===== config.mk =====
export PLATFORM = sky130hd
export DESIGN_NAME = rss_top
export DESIGN_NICKNAME = d
export VERILOG_FILES = /design/src/core/rss_pkg.sv /design/src/core/rss_axil_slave.sv /design/src/core/rss_top.sv
export VERILOG_INCLUDE_DIRS = /design/src /design/src/core
export SDC_FILE = /design/constraint.sdc
export NUM_CORES = 1
export LEC_CHECK = 0
export ABC_AREA = 1
export CORE_MARGIN = 5
export CORE_UTILIZATION = 28
export DETAILED_ROUTE_END_ITERATION = 8
export DONT_BUFFER_PORTS = 1
export GPL_ROUTABILITY_DRIVEN = 0
export GPL_TIMING_DRIVEN = 0
export SETUP_SLACK_MARGIN = 0.15
export SLEW_MARGIN = 0
export SYNTH_ARGS = -nofsm -noshare
export SYNTH_HDL_FRONTEND = slang
export SYNTH_SLANG_ARGS = --single-unit

===== constraint.sdc =====
create_clock -name mclk_i -period 2.55 [get_ports mclk_i]
set_input_delay 0.1275 -clock mclk_i [delete_from_list [all_inputs] [get_ports mclk_i]]
set_output_delay 0.1275 -clock mclk_i [all_outputs]
set_load 0.005 [all_outputs]

===== src/core/rss_regs.svh =====
// Register map, reset values and field positions of the request source selector
// Function
// - Slot 0: timer A ch0, else bus ch0
// - Slot 1: timer A ch1, else bus ch1
// - Slot 2: timer A ch2, else overlay two
// - Slot 3: timer A ch3, else vertical sync
// - Slot 4: timer A ch4, else bus0 no-ack
// - Slot 5: timer B ch0, else bus1 no-ack
// - Slot 6: timer B ch1, else bus2 no-ack
// - Slot 7: timer B ch2, else bus ch2
// - Slot 8 timer B ch3; never select one
// - Slot 9 timer B ch4; never select one
// - Slot 10: timer B ch5, else overlay one
// - Alt 1 interrupt only: collision, else bus0
// - Alt 4: key input, else vertical sync
// - Alt 5: converter done, else bus1 no-ack
`ifndef RSS_REGS_SVH
`define RSS_REGS_SVH

// ----------------------------------------
// Register byte addresses
// ----------------------------------------
`define RSS_ADDR_SEL_LOW 12'h000
`define RSS_ADDR_SEL_HIGH 12'h004
`define RSS_ADDR_STATE 12'h008
`define RSS_ADDR_FAULT 12'h00c

// ----------------------------------------
// Reset values
// ----------------------------------------
`define RSS_RST_SEL_LOW 8'h00
`define RSS_RST_SEL_HIGH 8'h30

// ----------------------------------------
// Field positions in the high select register
// ----------------------------------------
`define RSS_BIT_SLOT8 0
`define RSS_BIT_SLOT9 1
`define RSS_BIT_SLOT10 2
`define RSS_BIT_ALT1 3
`define RSS_BIT_RSVD_LO 4
`define RSS_BIT_RSVD_HI 5
`define RSS_BIT_ALT4 6
`define RSS_BIT_ALT5 7

// ----------------------------------------
// Route indices, counts and the fault bit position
// ----------------------------------------
`define RSS_NUM_ROUTES 14
`define RSS_IDX_ALT1 11
`define RSS_IDX_ALT4 12
`define RSS_IDX_ALT5 13
`define RSS_BIT_FAULT 0

`endif


===== src/core/rss_pkg.sv =====
// Shared types of the request source selector
package rss_pkg;

   // Register byte
   typedef logic [7:0] rss_byte_t;

   // Bus response codes
   typedef enum logic [1:0]
   {
      RSS_RESP_OKAY = 2'b00,
      RSS_RESP_DECERR = 2'b11
   } rss_resp_t;

   // Route vector: slots 0..10, then alt 1, 4, 5
   typedef logic [13:0] rss_route_t;

endpackage


===== src/core/rss_axil_slave.sv =====
// AXI4-Lite slave front end with single-cycle register strobes
module rss_axil_slave
   import rss_pkg::*;
(
   input wire logic mclk_i, // System clock
   input wire logic sys_rst_i, // Async reset, high
   input wire logic [11:0] s_awaddr_i, // Write address
   input wire logic s_awvalid_i, // Write address valid
   output logic s_awready_o, // Write address ready
   input wire logic [31:0] s_wdata_i, // Write data
   input wire logic [3:0] s_wstrb_i, // Write byte enables
   input wire logic s_wvalid_i, // Write data valid
   output logic s_wready_o, // Write data ready
   output logic [1:0] s_bresp_o, // Write response
   output logic s_bvalid_o, // Write response valid
   input wire logic s_bready_i, // Write response ready
   input wire logic [11:0] s_araddr_i, // Read address
   input wire logic s_arvalid_i, // Read address valid
   output logic s_arready_o, // Read address ready
   output logic [31:0] s_rdata_o, // Read data
   output logic [1:0] s_rresp_o, // Read response
   output logic s_rvalid_o, // Read data valid
   input wire logic s_rready_i, // Read data ready
   output logic wr_en_o, // Register write strobe
   output logic [11:0] wr_addr_o, // Register write address
   output logic [31:0] wr_data_o, // Register write data
   output logic [3:0] wr_strb_o, // Register write enables
   input wire logic wr_hit_i, // Write address is mapped
   output logic [11:0] rd_addr_o, // Read decode address
   input wire logic [31:0] rd_data_i, // Read decode data
   input wire logic rd_hit_i // Read address is mapped
);

   // ----------------------------------------
   // Holding registers
   // ----------------------------------------
   logic aw_full_r; // Address waiting
   logic w_full_r; // Data waiting
   logic bvalid_r; // Write answer pending
   logic rvalid_r; // Read answer pending
   logic [11:0] awaddr_r; // Held address
   logic [31:0] wdata_r; // Held data
   logic [3:0] wstrb_r; // Held enables
   logic [31:0] rdata_r; // Read answer data
   rss_resp_t bresp_r; // Write answer code
   rss_resp_t rresp_r; // Read answer code

   // Handshake decode
   wire aw_take = s_awvalid_i & s_awready_o;
   wire w_take = s_wvalid_i & s_wready_o;
   wire ar_take = s_arvalid_i & s_arready_o;
   wire wr_go = aw_full_r & w_full_r & ~bvalid_r;

   assign s_awready_o = ~aw_full_r & ~bvalid_r;
   assign s_wready_o = ~w_full_r & ~bvalid_r;
   assign s_arready_o = ~rvalid_r;
   assign s_bvalid_o = bvalid_r;
   assign s_bresp_o = bresp_r;
   assign s_rvalid_o = rvalid_r;
   assign s_rdata_o = rdata_r;
   assign s_rresp_o = rresp_r;
   assign wr_en_o = wr_go;
   assign wr_addr_o = awaddr_r;
   assign wr_data_o = wdata_r;
   assign wr_strb_o = wstrb_r;
   assign rd_addr_o = s_araddr_i;

   // Write channel capture, in either order
   always_ff @(posedge mclk_i or posedge sys_rst_i)
   begin
      if (sys_rst_i)
      begin
         aw_full_r <= 1'b0;
         w_full_r <= 1'b0;
         awaddr_r <= 12'h000;
         wdata_r <= 32'h0000_0000;
         wstrb_r <= 4'h0;
      end
      else
      begin
         aw_full_r <= (aw_full_r | aw_take) & ~wr_go;
         w_full_r <= (w_full_r | w_take) & ~wr_go;
         if (aw_take)
            awaddr_r <= s_awaddr_i;
         if (w_take)
         begin
            wdata_r <= s_wdata_i;
            wstrb_r <= s_wstrb_i;
         end
      end
   end

   // Answers: write one cycle after both halves held, read right after address
   always_ff @(posedge mclk_i or posedge sys_rst_i)
   begin
      if (sys_rst_i)
      begin
         bvalid_r <= 1'b0;
         rvalid_r <= 1'b0;
         bresp_r <= RSS_RESP_OKAY;
         rresp_r <= RSS_RESP_OKAY;
         rdata_r <= 32'h0000_0000;
      end
      else
      begin
         bvalid_r <= wr_go | (bvalid_r & ~s_bready_i);
         rvalid_r <= ar_take | (rvalid_r & ~s_rready_i);
         if (wr_go)
            bresp_r <= wr_hit_i ? RSS_RESP_OKAY : RSS_RESP_DECERR;
         if (ar_take)
         begin
            rdata_r <= rd_hit_i ? rd_data_i : 32'h0000_0000;
            rresp_r <= rd_hit_i ? RSS_RESP_OKAY : RSS_RESP_DECERR;
         end
      end
   end

endmodule


===== src/core/rss_top.sv =====
// Request source selector: select registers, routing and request outputs
`include "rss_regs.svh"
module rss_top
   import rss_pkg::*;
(
   input wire logic mclk_i, // System clock, 125 MHz
   input wire logic sys_rst_i, // Async reset, high
   // AXI4-Lite register port
   input wire logic [11:0] s_awaddr_i, // Write address
   input wire logic s_awvalid_i, // Write address valid
   output logic s_awready_o, // Write address ready
   input wire logic [31:0] s_wdata_i, // Write data
   input wire logic [3:0] s_wstrb_i, // Write byte enables
   input wire logic s_wvalid_i, // Write data valid
   output logic s_wready_o, // Write data ready
   output logic [1:0] s_bresp_o, // Write response
   output logic s_bvalid_o, // Write response valid
   input wire logic s_bready_i, // Write response ready
   input wire logic [11:0] s_araddr_i, // Read address
   input wire logic s_arvalid_i, // Read address valid
   output logic s_arready_o, // Read address ready
   output logic [31:0] s_rdata_o, // Read data
   output logic [1:0] s_rresp_o, // Read response
   output logic s_rvalid_o, // Read data valid
   input wire logic s_rready_i, // Read data ready
   // Peripheral request sources
   input wire logic [4:0] timer_a_ch_event_i, // Timer A channels 0..4
   input wire logic [5:0] timer_b_ch_event_i, // Timer B channels 0..5
   input wire logic [2:0] serial_bus_ch_event_i, // Serial bus channel events
   input wire logic [2:0] serial_bus_ch_noack_i, // Serial bus not-acknowledge
   input wire logic display_overlay_event_one_i, // Overlay event one
   input wire logic display_overlay_event_two_i, // Overlay event two
   input wire logic vsync_event_i, // Vertical sync event
   input wire logic key_input_event_i, // Key input event
   input wire logic adc_done_event_i, // Converter completion
   input wire logic serial_port_two_collision_i, // Serial port two collision
   // Routed requests
   output logic [10:0] slot_req_o, // Slots 0..10, interrupt and DMA
   output logic alt1_irq_o, // Alt slot 1, interrupt only
   output logic alt4_req_o, // Alt slot 4, interrupt and DMA
   output logic alt5_req_o // Alt slot 5, interrupt and DMA
);

   // ----------------------------------------
   // Declarations
   // ----------------------------------------
   rss_byte_t sel_low_r; // Select bits of slots 0..7
   rss_byte_t sel_high_r; // Select bits of slots 8..10 and alternates
   rss_byte_t sel_low_nxt; // Next low select
   rss_byte_t sel_high_nxt; // Next high select
   rss_route_t req_r; // Registered routed requests
   rss_route_t req_nxt; // Routed requests before the register
   rss_route_t sel_vec; // Select bit per route
   rss_route_t prim_src; // Source taken when select is 0
   rss_route_t alt_src; // Source taken when select is 1
   logic fault_r; // Sticky forbidden-setting flag
   logic fault_nxt; // Next fault flag
   logic wr_en; // Register write strobe
   logic [11:0] wr_addr; // Register write address
   logic [31:0] wr_data; // Register write data
   logic [3:0] wr_strb; // Register write enables
   logic [11:0] rd_addr; // Read decode address
   logic [31:0] rd_data; // Read decode data
   logic wr_hit; // Write address is mapped
   logic rd_hit; // Read address is mapped

   // ----------------------------------------
   // Bus front end
   // ----------------------------------------
   rss_axil_slave u_bus
   (
      .mclk_i(mclk_i),
      .sys_rst_i(sys_rst_i),
      .s_awaddr_i(s_awaddr_i),
      .s_awvalid_i(s_awvalid_i),
      .s_awready_o(s_awready_o),
      .s_wdata_i(s_wdata_i),
      .s_wstrb_i(s_wstrb_i),
      .s_wvalid_i(s_wvalid_i),
      .s_wready_o(s_wready_o),
      .s_bresp_o(s_bresp_o),
      .s_bvalid_o(s_bvalid_o),
      .s_bready_i(s_bready_i),
      .s_araddr_i(s_araddr_i),
      .s_arvalid_i(s_arvalid_i),
      .s_arready_o(s_arready_o),
      .s_rdata_o(s_rdata_o),
      .s_rresp_o(s_rresp_o),
      .s_rvalid_o(s_rvalid_o),
      .s_rready_i(s_rready_i),
      .wr_en_o(wr_en),
      .wr_addr_o(wr_addr),
      .wr_data_o(wr_data),
      .wr_strb_o(wr_strb),
      .wr_hit_i(wr_hit),
      .rd_addr_o(rd_addr),
      .rd_data_i(rd_data),
      .rd_hit_i(rd_hit)
   );

   // ----------------------------------------
   // Address decode
   // ----------------------------------------
   wire wr_low = wr_en & (wr_addr == `RSS_ADDR_SEL_LOW) & wr_strb[0];
   wire wr_high = wr_en & (wr_addr == `RSS_ADDR_SEL_HIGH) & wr_strb[0];
   wire wr_fault = wr_en & (wr_addr == `RSS_ADDR_FAULT) & wr_strb[0];
   assign wr_hit = (wr_addr == `RSS_ADDR_SEL_LOW) | (wr_addr == `RSS_ADDR_SEL_HIGH)
      | (wr_addr == `RSS_ADDR_STATE) | (wr_addr == `RSS_ADDR_FAULT);
   wire rd_low = (rd_addr == `RSS_ADDR_SEL_LOW);
   wire rd_high = (rd_addr == `RSS_ADDR_SEL_HIGH);
   wire rd_state = (rd_addr == `RSS_ADDR_STATE);
   wire rd_flt = (rd_addr == `RSS_ADDR_FAULT);
   assign rd_hit = rd_low | rd_high | rd_state | rd_flt;

   // Read mux: narrow registers sit in the low bits, upper bits read zero
   assign rd_data = rd_low ? {24'h00_0000, sel_low_r}
      : rd_high ? {24'h00_0000, sel_high_r}
      : rd_state ? {18'h0_0000, req_r}
      : rd_flt ? {31'h0000_0000, fault_r}
      : 32'h0000_0000;

   // ----------------------------------------
   // Register updates
   // ----------------------------------------
   // Reserved high bits are stored as written; software keeps them at one
   assign sel_low_nxt = wr_low ? wr_data[7:0] : sel_low_r;
   assign sel_high_nxt = wr_high ? wr_data[7:0] : sel_high_r;

   // A forbidden select attempt sets the flag; set wins over a clearing write
   wire fault_set = wr_high & (wr_data[`RSS_BIT_SLOT8] | wr_data[`RSS_BIT_SLOT9]);
   wire fault_clr = wr_fault & wr_data[`RSS_BIT_FAULT];
   assign fault_nxt = fault_set | (fault_r & ~fault_clr);

   // Select and fault registers
   always_ff @(posedge mclk_i or posedge sys_rst_i)
   begin
      if (sys_rst_i)
      begin
         sel_low_r <= `RSS_RST_SEL_LOW;
         sel_high_r <= `RSS_RST_SEL_HIGH;
         fault_r <= 1'b0;
      end
      else
      begin
         sel_low_r <= sel_low_nxt;
         sel_high_r <= sel_high_nxt;
         fault_r <= fault_nxt;
      end
   end

   // ----------------------------------------
   // Source tables
   // ----------------------------------------
   // Select bit of each route, reserved bits skipped
   assign sel_vec = {sel_high_r[`RSS_BIT_ALT5], sel_high_r[`RSS_BIT_ALT4],
      sel_high_r[`RSS_BIT_ALT1], sel_high_r[`RSS_BIT_SLOT10],
      sel_high_r[`RSS_BIT_SLOT9], sel_high_r[`RSS_BIT_SLOT8], sel_low_r};

   // Sources taken with the select bit at zero
   assign prim_src = {adc_done_event_i,
      key_input_event_i,
      serial_port_two_collision_i,
      timer_b_ch_event_i,
      timer_a_ch_event_i};

   // Sources taken with the select bit at one; forbidden settings route nothing
   assign alt_src = {serial_bus_ch_noack_i[1],
      vsync_event_i,
      serial_bus_ch_event_i[0],
      display_overlay_event_one_i,
      1'b0,
      1'b0,
      serial_bus_ch_event_i[2],
      serial_bus_ch_noack_i[2],
      serial_bus_ch_noack_i[1],
      serial_bus_ch_noack_i[0],
      vsync_event_i,
      display_overlay_event_two_i,
      serial_bus_ch_event_i[1],
      serial_bus_ch_event_i[0]};

   // ----------------------------------------
   // Per-route selection
   // ----------------------------------------
   // Each route sees only its own select bit and its two sources
   genvar gi;
   generate
      for (gi = 0; gi < `RSS_NUM_ROUTES; gi = gi + 1)
      begin : g_route
         assign req_nxt[gi] = sel_vec[gi] ? alt_src[gi] : prim_src[gi];
      end
   endgenerate

   // Output register keeps the request lines glitch free
   always_ff @(posedge mclk_i or posedge sys_rst_i)
   begin
      if (sys_rst_i)
         req_r <= 14'h0000;
      else
         req_r <= req_nxt;
   end

   // Outputs; alt slot 1 feeds only the interrupt side
   assign slot_req_o = req_r[10:0];
   assign alt1_irq_o = req_r[`RSS_IDX_ALT1];
   assign alt4_req_o = req_r[`RSS_IDX_ALT4];
   assign alt5_req_o = req_r[`RSS_IDX_ALT5];
endmodule


==> load_flow_metrics.sql, run 1 <==
INSERT INTO impl_metrics (metric_group, metric, value, unit) VALUES
('run_status', 'run_status', 'finished clean', ''),
('clocking', 'cts_tree', 'yes', ''),
('power', 'power_density', '810', 'nW/um2'),
('die', 'initial_utilization', '0.289', ''),
('die', 'io_pins', '145', ''),
('clocking', 'cts_htree_levels', '3', ''),
('setup_path', 'worstReg2RegEnd', 'sel_low_r[7]', ''),
('setup_path', 'capture_point_of_the_critical_path', 'sel_low_r[7]', ''),
('yosys', 'yosys_most_used_dff', 'dfrtp_1', ''),
('drt', 'drtAntennaViolNets', '0', ''),
('timing', 'grt_setup_unrepaired', 'no', ''),
('yosys', 'synthesis.area_per_instance', '8.88', 'um2'),
('yosys', 'distinct_cell_type_count_after_synthesis', '28', ''),
('setup_path', 'crit-reg2reg-launch', 'u_bus.s_bvalid_o', ''),
('cells_and_area', 'finalNonFillerCells', '601', ''),
('power', 'power.ir.vdd_worst', '0.000634', 'V'),
('setup_path', 'critical_path_data_required_time', '2.77', 'ns'),
('setup_path', 'r2r.worst_path.cells', '7', ''),
('timing', 'finalHoldViolCount', '0', ''),
('yosys', 'netlist_instances', '375', ''),
('die', 'die_w', '119', 'um'),
('global_route', 'track_usage', '0.119', ''),
('setup_path', 'endpoint_kind', 'register', ''),
('drt', 'dr_total_vias', '2587', ''),
('drt', 'drt-initial-drc-count', '92', ''),
('timing', 'slew_headroom', '0.405', ''),
('setup_path', 'data_arrival_time_of_the_critical_path', '1.81', 'ns'),
('die', 'floorplan.rows', '39', ''),
('job', 'maxCapViolations', '0', ''),
('placed_design', 'hpwl_after_dpl', '6330', 'um'),
('setup_path', 'timing.critical_path.buf_inv', '3', ''),
('drt', 'first_drt_pass_iteration_count', '4', ''),
('clocking', 'clock_edge_transition_at_the_registers_on_the_reported_setup_and_hold_paths', '0.06', 'ns'),
('cells_and_area', 'areaGrowthSynthToFinish', '33.1', '%'),
('power', 'seqPwrFrac', '0.425', ''),
('yosys', 'yosysSeqAreaShare', '0.542', ''),
('drt', 'drt_wl_total', '8270', 'um'),
('placed_design', 'placed_cells', '535', ''),
('yosys', 'flop_and_latch_count_out_of_synthesis', '72', ''),
('yosys', 'synth.top_cell.area_share', '0.526', ''),
('timing', 'setup_viol', '0', ''),
('die', 'die_height', '119', 'um'),
('power', 'total_power', '0.00359', 'W'),
('timing', 'timing.fmax', '0.629', 'GHz'),
('yosys', 'synth_top_cells_by_count', 'nand2_1 (116), dfrtp_1 (70), inv_1 (44), nand3_1 (24), nor2_1 (24)', ''),
('drt', 'remaining_drc_errors', '0', ''),
('cells_and_area', 'finish.instance_area', '4430', 'um2'),
('global_route', 'grt_pass1_wl', '13200', 'um'),
('setup_path', 'cp-startpoint', 'u_bus.s_bvalid_o', ''),
('drt', 'avgViaCountPerCell', '4.30', ''),
('global_route', 'grt_start_max_net_pins', '73', ''),
('global_route', 'grt_remaining_overflow', '0', ''),
('power', 'netSwitchingPower', '0.000934', 'W'),
('die', 'core_region_area', '11500', 'um2'),
('clocking', 'cts.root.buffer_cell', 'clkbuf_16', ''),
('placed_design', 'port_buffers', '0', ''),
('clocking', 'clock_network_latency_to_the_later_pin_of_the_worst_skew_pair', '0.33', 'ns'),
('global_route', 'grt_antenna_before_repair', '0', ''),
('hold_path', 'timing.hold.worst.class', 'in2reg', ''),
('yosys', 'yosys-top-cells-area', 'dfrtp_1 (53%), nand2_1 (13%), mux2_2 (5.4%)', ''),
('die', 'fp.dieArea', '14200', 'um2'),
('yosys', 'asyncSetResetFlopFracSynth', '1.00', ''),
('yosys', 'yosys_warnings', '0', ''),
('clocking', 'ctsResizeCount', '0', ''),
('timing', 'final.period_utilization', '0.623', ''),
('drt', 'wire_per_inst', '13.8', 'um'),
('yosys', 'syn_area', '3330', 'um2'),
('setup_path', 'worstSetupPathType', 'reg2reg', ''),
('timing', 'max_slew.worst_pin.slew', '0.892', 'ns'),
('setup_path', 'worst_setup_path_start_kind', 'register', ''),
('setup_path', 'timing.critical_path.max_delay_family', 'simple AND/OR/NAND/NOR gates', '');
## area by class of cell
| type | instances | area [um2] |
|---|---|---|
| plain buffers | 27 | 196 |
| clock buffers | 12 | 256 |
| clock inverters | 4 | 98.8 |
| fillers | 1168 | 7090 |
| inverters | 47 | 179 |
| multi-input cells | 246 | 1220 |
| flip-flops and latches | 72 | 1800 |
| well taps | 143 | 179 |
| repair buffers | 50 | 500 |
## how the worst min path moves through the flow
stage	from	cells after the start	end
2_1_floorplan	s_bready_i	1	u_bus.s_bvalid_o
3_3_place_gp	s_bready_i	1	u_bus.s_bvalid_o
3_5_place_dp	s_bready_i	1	u_bus.s_bvalid_o
4_1_cts	s_wvalid_i	2	u_bus.wr_strb_o[0]
5_1_grt	s_wvalid_i	2	u_bus.wr_data_o[7]
6_report	s_wvalid_i	2	u_bus.wr_strb_o[0]
## kinds of logic after synthesis
logic type	count (synthesis)	synth area share
and+or+nand+nor	176	0.233
buffers and inverters	74	0.112
DFF	72	0.542
AOI/OAI and AO/OA	36	0.0575
muxes	16	0.0541
other	1	0.00113
## metrics by stage
| stage | hold slack (ns) | util | setup slack [ns] |
|---|---|---|---|
| 4_1_cts | 0.0867 | 0.385 | 0.939 |
| 3_5_place_dp | 0.217 | 0.310 | 0.951 |
| 2_1_floorplan | 0.213 | - | 0.601 |
| 5_1_grt | 0.113 | 0.385 | 0.813 |
| 3_3_place_gp | 0.214 | 0.310 | -0.182 |
| 6_report | 0.118 | 0.385 | 0.960 |
## cells in the final DEF, fill, tap and decap left out, drive strengths merged
cell         count
a31oi            1
nor3             2
clkbuf          13
nor3b            1
nor4             1
dfrtp           70
buf             26
conb            18
o21bai           1
dlygate4sd3     50
dfstp            2
nand3           25
nand2          119
o211ai           1
bufinv           3
mux2            16
o21ai           25
inv             48
nor2            28
a21oi            8
## routing by layer
| metal | GRT usage | vias up | routed length, um |
|---|---|---|---|
| li1 | - | 1297 | - |
| met1 | 0.138 | 1174 | 3300 |
| met2 | 0.198 | 102 | 4020 |
| met3 | 0.0479 | 14 | 780 |
| met4 | 0.0442 | 0 | 175 |
| met5 | 0 | - | 0 |
## power by group through the flow
stage          registers, W  logic, W  clock network (W)
6_report            0.00152  0.000582            0.00148
5_1_grt             0.00156  0.000660            0.00158
4_1_cts             0.00153  0.000592            0.00154
3_5_place_dp        0.00155  0.000527                  0
3_3_place_gp        0.00154  0.000508                  0
2_1_floorplan       0.00149  0.000446                  0
## flip-flops by register name, indices dropped and copies added, names as in the netlist
signal	cells
req_r	14
u_bus.s_rdata_o	14
u_bus.wr_addr_o	12
sel_high_r	8
sel_low_r	8
u_bus.wr_data_o	8
fault_r	1
u_bus.aw_full_r	1
u_bus.s_bresp_o	1
u_bus.s_bvalid_o	1
u_bus.s_rresp_o	1
u_bus.s_rvalid_o	1
u_bus.w_full_r	1
u_bus.wr_strb_o	1
## what timing repair did
item,4_1_cts,5_1_grt
setup buffers,0,0
hold endpoints to repair,107,0
hold buffers,50,0
Power figures use the tool's default switching activity.
==> inputs of run 2 (changes only) <==
--- a/config.mk
+++ b/config.mk
@@ -6,7 +6,7 @@
 export SDC_FILE = /design/constraint.sdc
 export NUM_CORES = 1
 export LEC_CHECK = 0
-export ABC_AREA = 1
+export ABC_AREA = 0
 export CORE_MARGIN = 5
 export CORE_UTILIZATION = 28
 export DETAILED_ROUTE_END_ITERATION = 8
==> constraint.sdc (replaced) <==
create_clock -name mclk_i -period 1.6 [get_ports mclk_i]
set_input_delay 0.08 -clock mclk_i [delete_from_list [all_inputs] [get_ports mclk_i]]
set_output_delay 0.08 -clock mclk_i [all_outputs]
set_load 0.005 [all_outputs]
==> run 2 against run 1 <==
Against the previous run:
- the flow now finishes with violations (setup timing)
- clock power grew 5%
- maximum frequency is 12% lower
- sequential share of layout area rose by 1.8 points
- critical path depth decreased by 2
==> load_flow_metrics.sql, run 2 <==
INSERT INTO impl_metrics (metric_group, metric, value, unit) VALUES
('run_status', 'run_status', 'finished with violations', ''),
('run_status', 'violations', 'setup timing', ''),
('yosys', 'syn_area', '3090', 'um2'),
('cells_and_area', 'drive_gt1_frac', '0.324', ''),
('setup_path', 'crit-reg2reg-launch', 'u_bus.s_bvalid_o', ''),
('yosys', 'netlist_instances', '237', ''),
('setup_path', 'path_cells', 'nor4b_4, and4b_1, and4b_1, buf_6, mux2_1', ''),
('power', 'power.static_leakage', '1.93', 'nW'),
('yosys', 'number_of_flops_mapped_to_enable_cells_by_yosys', '0', ''),
('yosys', 'yosysSeqAreaShare', '0.584', ''),
('placed_design', 'minimum_setup_slack_after_placement', '-0.494', 'ns'),
('die', 'die_w', '115', 'um'),
('clocking', 'clockBufferDepth', '2', ''),
('global_route', 'grt_remaining_overflow', '0', ''),
('timing', 'fin_clk_skew', '0.00876', 'ns'),
('hold_path', 'timing.hold.worst.class', 'in2reg', ''),
('job', 'maxCapViolations', '0', ''),
('setup_path', 'worstSetupPathType', 'reg2reg', ''),
('setup_path', 'timing.critical_path.buf_inv', '1', ''),
('clocking', 'tritoncts_num_sinks', '72', ''),
('yosys', 'combinational_family_with_the_most_area_after_synthesis', 'multiplexers', ''),
('timing', 'drv_slew', '0', ''),
('clocking', 'cts.root.buffer_cell', 'clkbuf_8', ''),
('placed_design', 'hpwl_after_dpl', '5570', 'um'),
('setup_path', 'worst_setup_path_start_kind', 'register', ''),
('power', 'power_density', '1180', 'nW/um2'),
('timing', 'finalHoldViolCount', '0', ''),
('cells_and_area', 'areaGrowthSynthToFinish', '37.4', '%'),
('yosys', 'synthMuxAreaShare', '0.201', ''),
('timing', 'finalWorstSetupSlack', '-0.208', 'ns'),
('setup_path', 'timing.critical_path.max_delay_family', 'simple AND/OR/NAND/NOR gates', ''),
('setup_path', 'data_arrival_time_of_the_critical_path', '2.04', 'ns'),
('timing', 'final.min_clock_period', '1.81', 'ns'),
('hold_path', 'worst_min_delay_path_endpoint', 'u_bus.s_rresp_o[0]', ''),
('clocking', 'cts_tree', 'yes', ''),
('cells_and_area', 'nNetsFinal', '415', ''),
('timing', 'timing.fmax', '0.553', 'GHz'),
('yosys', 'yosys_warnings', '0', ''),
('timing', 'setup_viol', '16', ''),
('clocking', 'clock_network_latency_to_the_later_pin_of_the_worst_skew_pair', '0.35', 'ns'),
('timing', 'slew_headroom', '0.419', ''),
('yosys', 'post-synth-top-count-cell', 'dfrtp_1', ''),
('yosys', 'yosys.area_share.adder', '0', ''),
('drt', 'avgViaCountPerCell', '4.49', ''),
('die', 'fp.dieArea', '13200', 'um2'),
('clocking', 'cts-buffers-inserted', '9', ''),
('yosys', 'synthesis.area_per_instance', '13.0', 'um2'),
('die', 'die_height', '115', 'um'),
('yosys', 'flop_and_latch_count_out_of_synthesis', '72', ''),
('timing', 'max_slew.worst_pin.slew', '0.872', 'ns'),
('clocking', 'cts_htree_levels', '3', ''),
('cells_and_area', 'fin_util', '0.392', ''),
('yosys', 'synth-compound-area-share', '0.0664', ''),
('timing', 'fin_worst_hold_slack', '0.0134', 'ns'),
('placed_design', 'postPlaceCellArea', '3360', 'um2'),
('drt', 'drtAntennaViolNets', '0', ''),
('yosys', 'asyncSetResetFlopFracSynth', '1.00', ''),
('die', 'floorplan.rows', '38', ''),
('cells_and_area', 'final_cell_mix', 'dfrtp_1 (68), dlygate4sd3_1 (50), mux2_2 (39)', ''),
('clocking', 'clock_edge_transition_at_the_registers_on_the_reported_setup_and_hold_paths', '0.08', 'ns'),
('placed_design', 'port_buffers', '0', ''),
('setup_path', 'r2r.worst_path.cells', '5', ''),
('global_route', 'track_usage', '0.122', ''),
('drt', 'dr_total_vias', '2109', ''),
('setup_path', 'worstReg2RegEnd', 'sel_low_r[7]', ''),
('setup_path', 'endpoint_kind', 'register', ''),
('setup_path', 'ff2ff_setup_slack', '-0.21', 'ns'),
('global_route', 'grt_antenna_before_repair', '0', ''),
('drt', 'first_drt_pass_iteration_count', '4', ''),
('yosys', 'synth.top_cell.area_share', '0.567', ''),
('setup_path', 'largest_stage_delay_worst_path', '0.47', 'ns'),
('global_route', 'grt_start_max_net_pins', '40', ''),
('yosys', 'synth_area_leader_cell', 'dfrtp_1', ''),
('hold_path', 'hold_path_cell_cnt', '2', ''),
('global_route', 'first_global_vias', '2198', ''),
('die', 'core_region_area', '10800', 'um2'),
('setup_path', 'critical_path_data_required_time', '1.83', 'ns'),
('power', 'power.ir.vdd_worst', '0.000383', 'V'),
('timing', 'grt_setup_unrepaired', 'yes', ''),
('yosys', 'synth-xor-area-share', '0', ''),
('die', 'initial_utilization', '0.285', ''),
('die', 'io_pins', '145', ''),
('setup_path', 'crit_slowest_cell', 'dfrtp_2', ''),
('timing', 'final.period_utilization', '1.13', ''),
('yosys', 'distinct_cell_type_count_after_synthesis', '32', ''),
('yosys', 'yosys-top-cells-area', 'dfrtp_1 (57%), mux2_2 (15%), buf_4 (5.1%)', ''),
('yosys', 'yosys_most_used_dff', 'dfrtp_1', ''),
('drt', 'wire_per_inst', '17.0', 'um'),
('power', 'total_power', '0.00500', 'W'),
('drt', 'drt-initial-drc-count', '64', ''),
('cells_and_area', 'finish.instance_area', '4250', 'um2'),
('global_route', 'grt_pass1_wl', '11800', 'um'),
('setup_path', 'path_max_fanout', '8', ''),
('yosys', 'synth_top_cells_by_count', 'dfrtp_1 (70), mux2_2 (40), buf_4 (21), nor2_1 (12)', ''),
('yosys', 'synthSimpleGateAreaFrac', '0.0846', ''),
('cells_and_area', 'antenna-diode-count', '0', ''),
('drt', 'remaining_drc_errors', '0', ''),
('setup_path', 'cell_repeated_most_along_the_worst_path', 'and4b_1', ''),
('hold_path', 'worst_hold_startpoint', 's_arvalid_i', ''),
('drt', 'drt_wl_total', '7970', 'um'),
('cells_and_area', 'layout.cells.most_common', 'dfrtp_1', '');
## run 2: cell count changes after synthesis, moves of 6 or more
cell     previous run  this run
nor2_1             24        12
inv_1              44         5
a22o_1              0         6
nand2_1           116        10
mux2_2             16        40
nor2b_1             0         8
mux2_1              0         8
nand3_1            24         1
o21ai_1            15         0
mux2i_1             0         8
## run 2: cell families (layout without fill, tap and decap cells)
group,Yosys count,in the layout
compound gates,32,32
simple gates,45,45
mux,56,56
flops,72,72
buf+inv,31,107
other cells,1,18
## run 2: worst reg2reg max path: cells and delay by family, from the launching register on
kind | cells | cell delay (ns)
buffers and inverters | 1 | 0.16
flip-flops | 1 | 0.47
multiplexers | 1 | 0.33
AND/OR/NAND/NOR | 3 | 0.72
## run 2: worst max-delay path by stage
stage | from | depth (start not counted) | endpoint
after detailed placement | u_bus.s_rvalid_o | 4 | u_bus.s_rdata_o[9]
after CTS | u_bus.s_bvalid_o | 5 | sel_low_r[4]
final | u_bus.s_bvalid_o | 5 | sel_low_r[7]
after global routing | u_bus.s_bvalid_o | 5 | sel_low_r[5]
after floorplan | u_bus.s_bvalid_o | 5 | sel_low_r[0]
after global placement | u_bus.s_rvalid_o | 4 | u_bus.s_rdata_o[8]
## run 2: power breakdown
part           leakage, nW  internal (W)  switching, W
sequential           0.899       0.00217      0.000328
clock                0.113      0.000890      0.000667
combinational        0.914      0.000568      0.000379
## run 2: what timing repair did
action                                  in CTS  in global routing
hold buffers                                50                  0
resized for setup                           10                 17
pin swaps                                    3                  3
endpoints found under the setup margin      51                 48
endpoints found under the hold margin       70                  0
buffers inserted                             7                  2
## run 2: cell type report
type                    instances  area, um2
plain buffers                  26        199
flip-flops and latches         72       1810
inverters                       5       22.5
well taps                     140        175
fillers                      1049       6590
clock buffers                  14        183
multi-input cells             151       1230
clock inverters                 2       35.0
repair buffers                 60        599
## run 2: metal layers
metal / track usage / part of all wire / up-vias
met4: 0.0532 / 0.015 / 0
met3: 0.0374 / 0.077 / 9
met1: 0.139 / 0.42 / 1041
met5: 0 / 0 / -
li1: - / - / 980
met2: 0.209 / 0.49 / 79
## run 2: stage by stage
stage	instances	TNS, ns
after floorplan	254	-0.563
final	470	-2.80
after detailed placement	395	-7.43
after CTS	468	-2.86
after global routing	470	-3.92
after global placement	394	-7.57
==> inputs of run 3 (changes only) <==
--- a/config.mk
+++ b/config.mk
@@ -8,7 +8,8 @@
 export LEC_CHECK = 0
 export ABC_AREA = 0
 export CORE_MARGIN = 5
-export CORE_UTILIZATION = 28
+export CORE_UTILIZATION = 45
+export CTS_BUF_LIST = sky130_fd_sc_hd__clkbuf_4
 export DETAILED_ROUTE_END_ITERATION = 8
 export DONT_BUFFER_PORTS = 1
 export GPL_ROUTABILITY_DRIVEN = 0
==> run 3 against run 2 <==
Against the previous run:
- the run still ends with setup timing left
- total power is 9.2% lower
- via count is 0.24% higher
- non-clock buffer count grew 1
- register-to-register slack worse by 0.02 ns
- combinational power is 13% higher
- count of clock-buffer cells in the layout shrank 3
- first-iteration DRC count rose by 45%
- setup slack worse by 0.022 ns
- flip-flop and latch count unchanged
- critical path type unchanged
==> load_flow_metrics.sql, run 3 (synthesized netlist as in run 2, its figures left out) <==
INSERT INTO impl_metrics (metric_group, metric, value, unit) VALUES
('timing', 'finalWorstSetupSlack', '-0.231', 'ns'),
('clocking', 'cts.root.buffer_cell', 'clkbuf_4', ''),
('cells_and_area', 'layout.cells.most_common', 'dfrtp_1', ''),
('cells_and_area', 'nNetsFinal', '416', ''),
('clocking', 'tritoncts_num_sinks', '72', ''),
('timing', 'setup_viol', '16', ''),
('run_status', 'run_status', 'finished with violations', ''),
('die', 'fp.dieArea', '8630', 'um2'),
('global_route', 'track_usage', '0.167', ''),
('global_route', 'first_global_vias', '2142', ''),
('setup_path', 'data_arrival_time_of_the_critical_path', '2.13', 'ns'),
('timing', 'final.period_utilization', '1.14', ''),
('drt', 'drt_wl_total', '7170', 'um'),
('clocking', 'clockBufferDepth', '2', ''),
('hold_path', 'timing.hold.worst.class', 'in2reg', ''),
('placed_design', 'hpwl_after_dpl', '4800', 'um'),
('setup_path', 'worstSetupPathType', 'reg2reg', ''),
('die', 'initial_utilization', '0.458', ''),
('power', 'power.ir.vdd_worst', '0.000863', 'V'),
('clocking', 'clock_network_latency_to_the_later_pin_of_the_worst_skew_pair', '0.41', 'ns'),
('drt', 'dr_total_vias', '2114', ''),
('cells_and_area', 'antenna-diode-count', '0', ''),
('timing', 'max_slew.worst_pin.slew', '0.769', 'ns'),
('job', 'maxCapViolations', '0', ''),
('drt', 'first_drt_pass_iteration_count', '4', ''),
('cells_and_area', 'finish.instance_area', '4140', 'um2'),
('setup_path', 'worst_setup_path_start_kind', 'register', ''),
('setup_path', 'endpoint_kind', 'register', ''),
('drt', 'wire_per_inst', '17.4', 'um'),
('cells_and_area', 'drive_gt1_frac', '0.323', ''),
('clocking', 'cts_htree_levels', '3', ''),
('die', 'floorplan.rows', '30', ''),
('timing', 'drv_slew', '0', ''),
('die', 'core_region_area', '6760', 'um2'),
('drt', 'avgViaCountPerCell', '5.14', ''),
('power', 'power_density', '1100', 'nW/um2'),
('cells_and_area', 'fillCellCount', '567', ''),
('die', 'die_w', '92.9', 'um'),
('timing', 'grt_setup_unrepaired', 'yes', ''),
('drt', 'remaining_drc_errors', '0', ''),
('drt', 'drtAntennaViolNets', '0', ''),
('die', 'io_pins', '145', ''),
('timing', 'fin_clk_skew', '0.00966', 'ns'),
('cells_and_area', 'regArea', '1810', 'um2'),
('cells_and_area', 'areaGrowthSynthToFinish', '34.0', '%'),
('setup_path', 'critical_path_data_required_time', '1.90', 'ns'),
('drt', 'drt-initial-drc-count', '93', ''),
('timing', 'finalHoldViolCount', '0', ''),
('clocking', 'clock_edge_transition_at_the_registers_on_the_reported_setup_and_hold_paths', '0.11', 'ns'),
('power', 'power.static_leakage', '1.91', 'nW'),
('global_route', 'grt_remaining_overflow', '0', ''),
('clocking', 'cts-buffers-inserted', '9', ''),
('cells_and_area', 'fin_util', '0.613', ''),
('global_route', 'grt_antenna_before_repair', '0', ''),
('timing', 'timing.fmax', '0.546', 'GHz'),
('cells_and_area', 'area_of_combinational_cells_with_multiple_inputs', '1290', 'um2'),
('die', 'die_height', '92.9', 'um'),
('cells_and_area', 'final_cell_mix', 'dfrtp_1 (69), dlygate4sd3_1 (55), mux2_2 (30)', ''),
('hold_path', 'hold_path_cell_cnt', '4', ''),
('setup_path', 'path_max_fanout', '8', ''),
('run_status', 'violations', 'setup timing', ''),
('placed_design', 'port_buffers', '0', ''),
('timing', 'slew_headroom', '0.487', ''),
('placed_design', 'postPlaceCellArea', '3290', 'um2'),
('timing', 'final.min_clock_period', '1.83', 'ns'),
('clocking', 'cts_tree', 'yes', ''),
('global_route', 'grt_start_max_net_pins', '42', ''),
('setup_path', 'r2r.worst_path.cells', '5', ''),
('global_route', 'grt_pass1_wl', '10900', 'um'),
('power', 'total_power', '0.00454', 'W');
run 3: cell types whose count changed in the layout (fill, tap and decap cells not counted), sizes merged:
cell,before,now
buf,34,30
bufinv,1,0
clkbuf,16,13
clkinv,1,4
clkinvlp,1,2
dlygate4sd3,50,55
run 3: critical path, stage by stage, from the launching register on:
cell	delay, ns
dfrtp_1	0.43
nor4b_4	0.33
and4b_1	0.25
and4b_1	0.22
buf_6	0.18
mux2_4	0.31
run 3: area by class of cell:
class	instances	area share
Sequential cell	72	0.436
Multi-Input combinational cell	151	0.313
Timing Repair Buffer	61	0.148
Buffer	26	0.0483
Tap cell	80	0.0242
Clock buffer	11	0.0199
Clock inverter	5	0.00574
Inverter	5	0.00544
run 3: power breakdown:
part / internal (W) / switching, W
Clock: 0.000337 / 0.000608
Combinational: 0.000677 / 0.000398
Sequential: 0.00216 / 0.000355
run 3: stage by stage:
stage / cells / hold slack [ns] / setup TNS [ns] / setup WS, ns
final: 411 / 0.0883 / -3.14 / -0.231
after global routing: 411 / 0.104 / -4.52 / -0.309
after CTS: 410 / 0.0614 / -3.33 / -0.242
after detailed placement: 335 / 0.0999 / -4.95 / -0.256
after global placement: 334 / 0.177 / -4.90 / -0.253
after floorplan: 254 / 0.173 / -0.563 / -0.0703
run 3: path summary, 6_finish.rpt:
path	startpoint	end	slack [ns]
max	u_bus.wr_addr_o[8]	sel_low_r[0]	-0.23
min	s_araddr_i[1]	u_bus.s_rdata_o[0]	0.09
max reg2reg	u_bus.wr_addr_o[8]	sel_low_r[0]	-0.23
min reg2reg	sel_high_r[0]	req_r[8]	0.47
max in group asynchronous	sys_rst_i	sel_high_r[4]	0.66
min in group asynchronous	sys_rst_i	u_bus.s_rdata_o[11]	0.25
run 3: metal layers:
layer / wire [um] / GRT usage
met2: 3500 / 0.269
met1: 3000 / 0.203
met5: 0 / 0
met3: 623 / 0.0690
met4: 50 / 0.0537
run 3: what timing repair did:
| item | 4_1_cts | 5_1_grt |
|---|---|---|
| setup buffers | 3 | 1 |
| hold buffers | 55 | 0 |
| resized for setup | 12 | 28 |
| cloned | 1 | 0 |
| endpoints found under the setup margin | 43 | 45 |
| pin swaps | 3 | 12 |
| hold endpoints to repair | 76 | 0 |
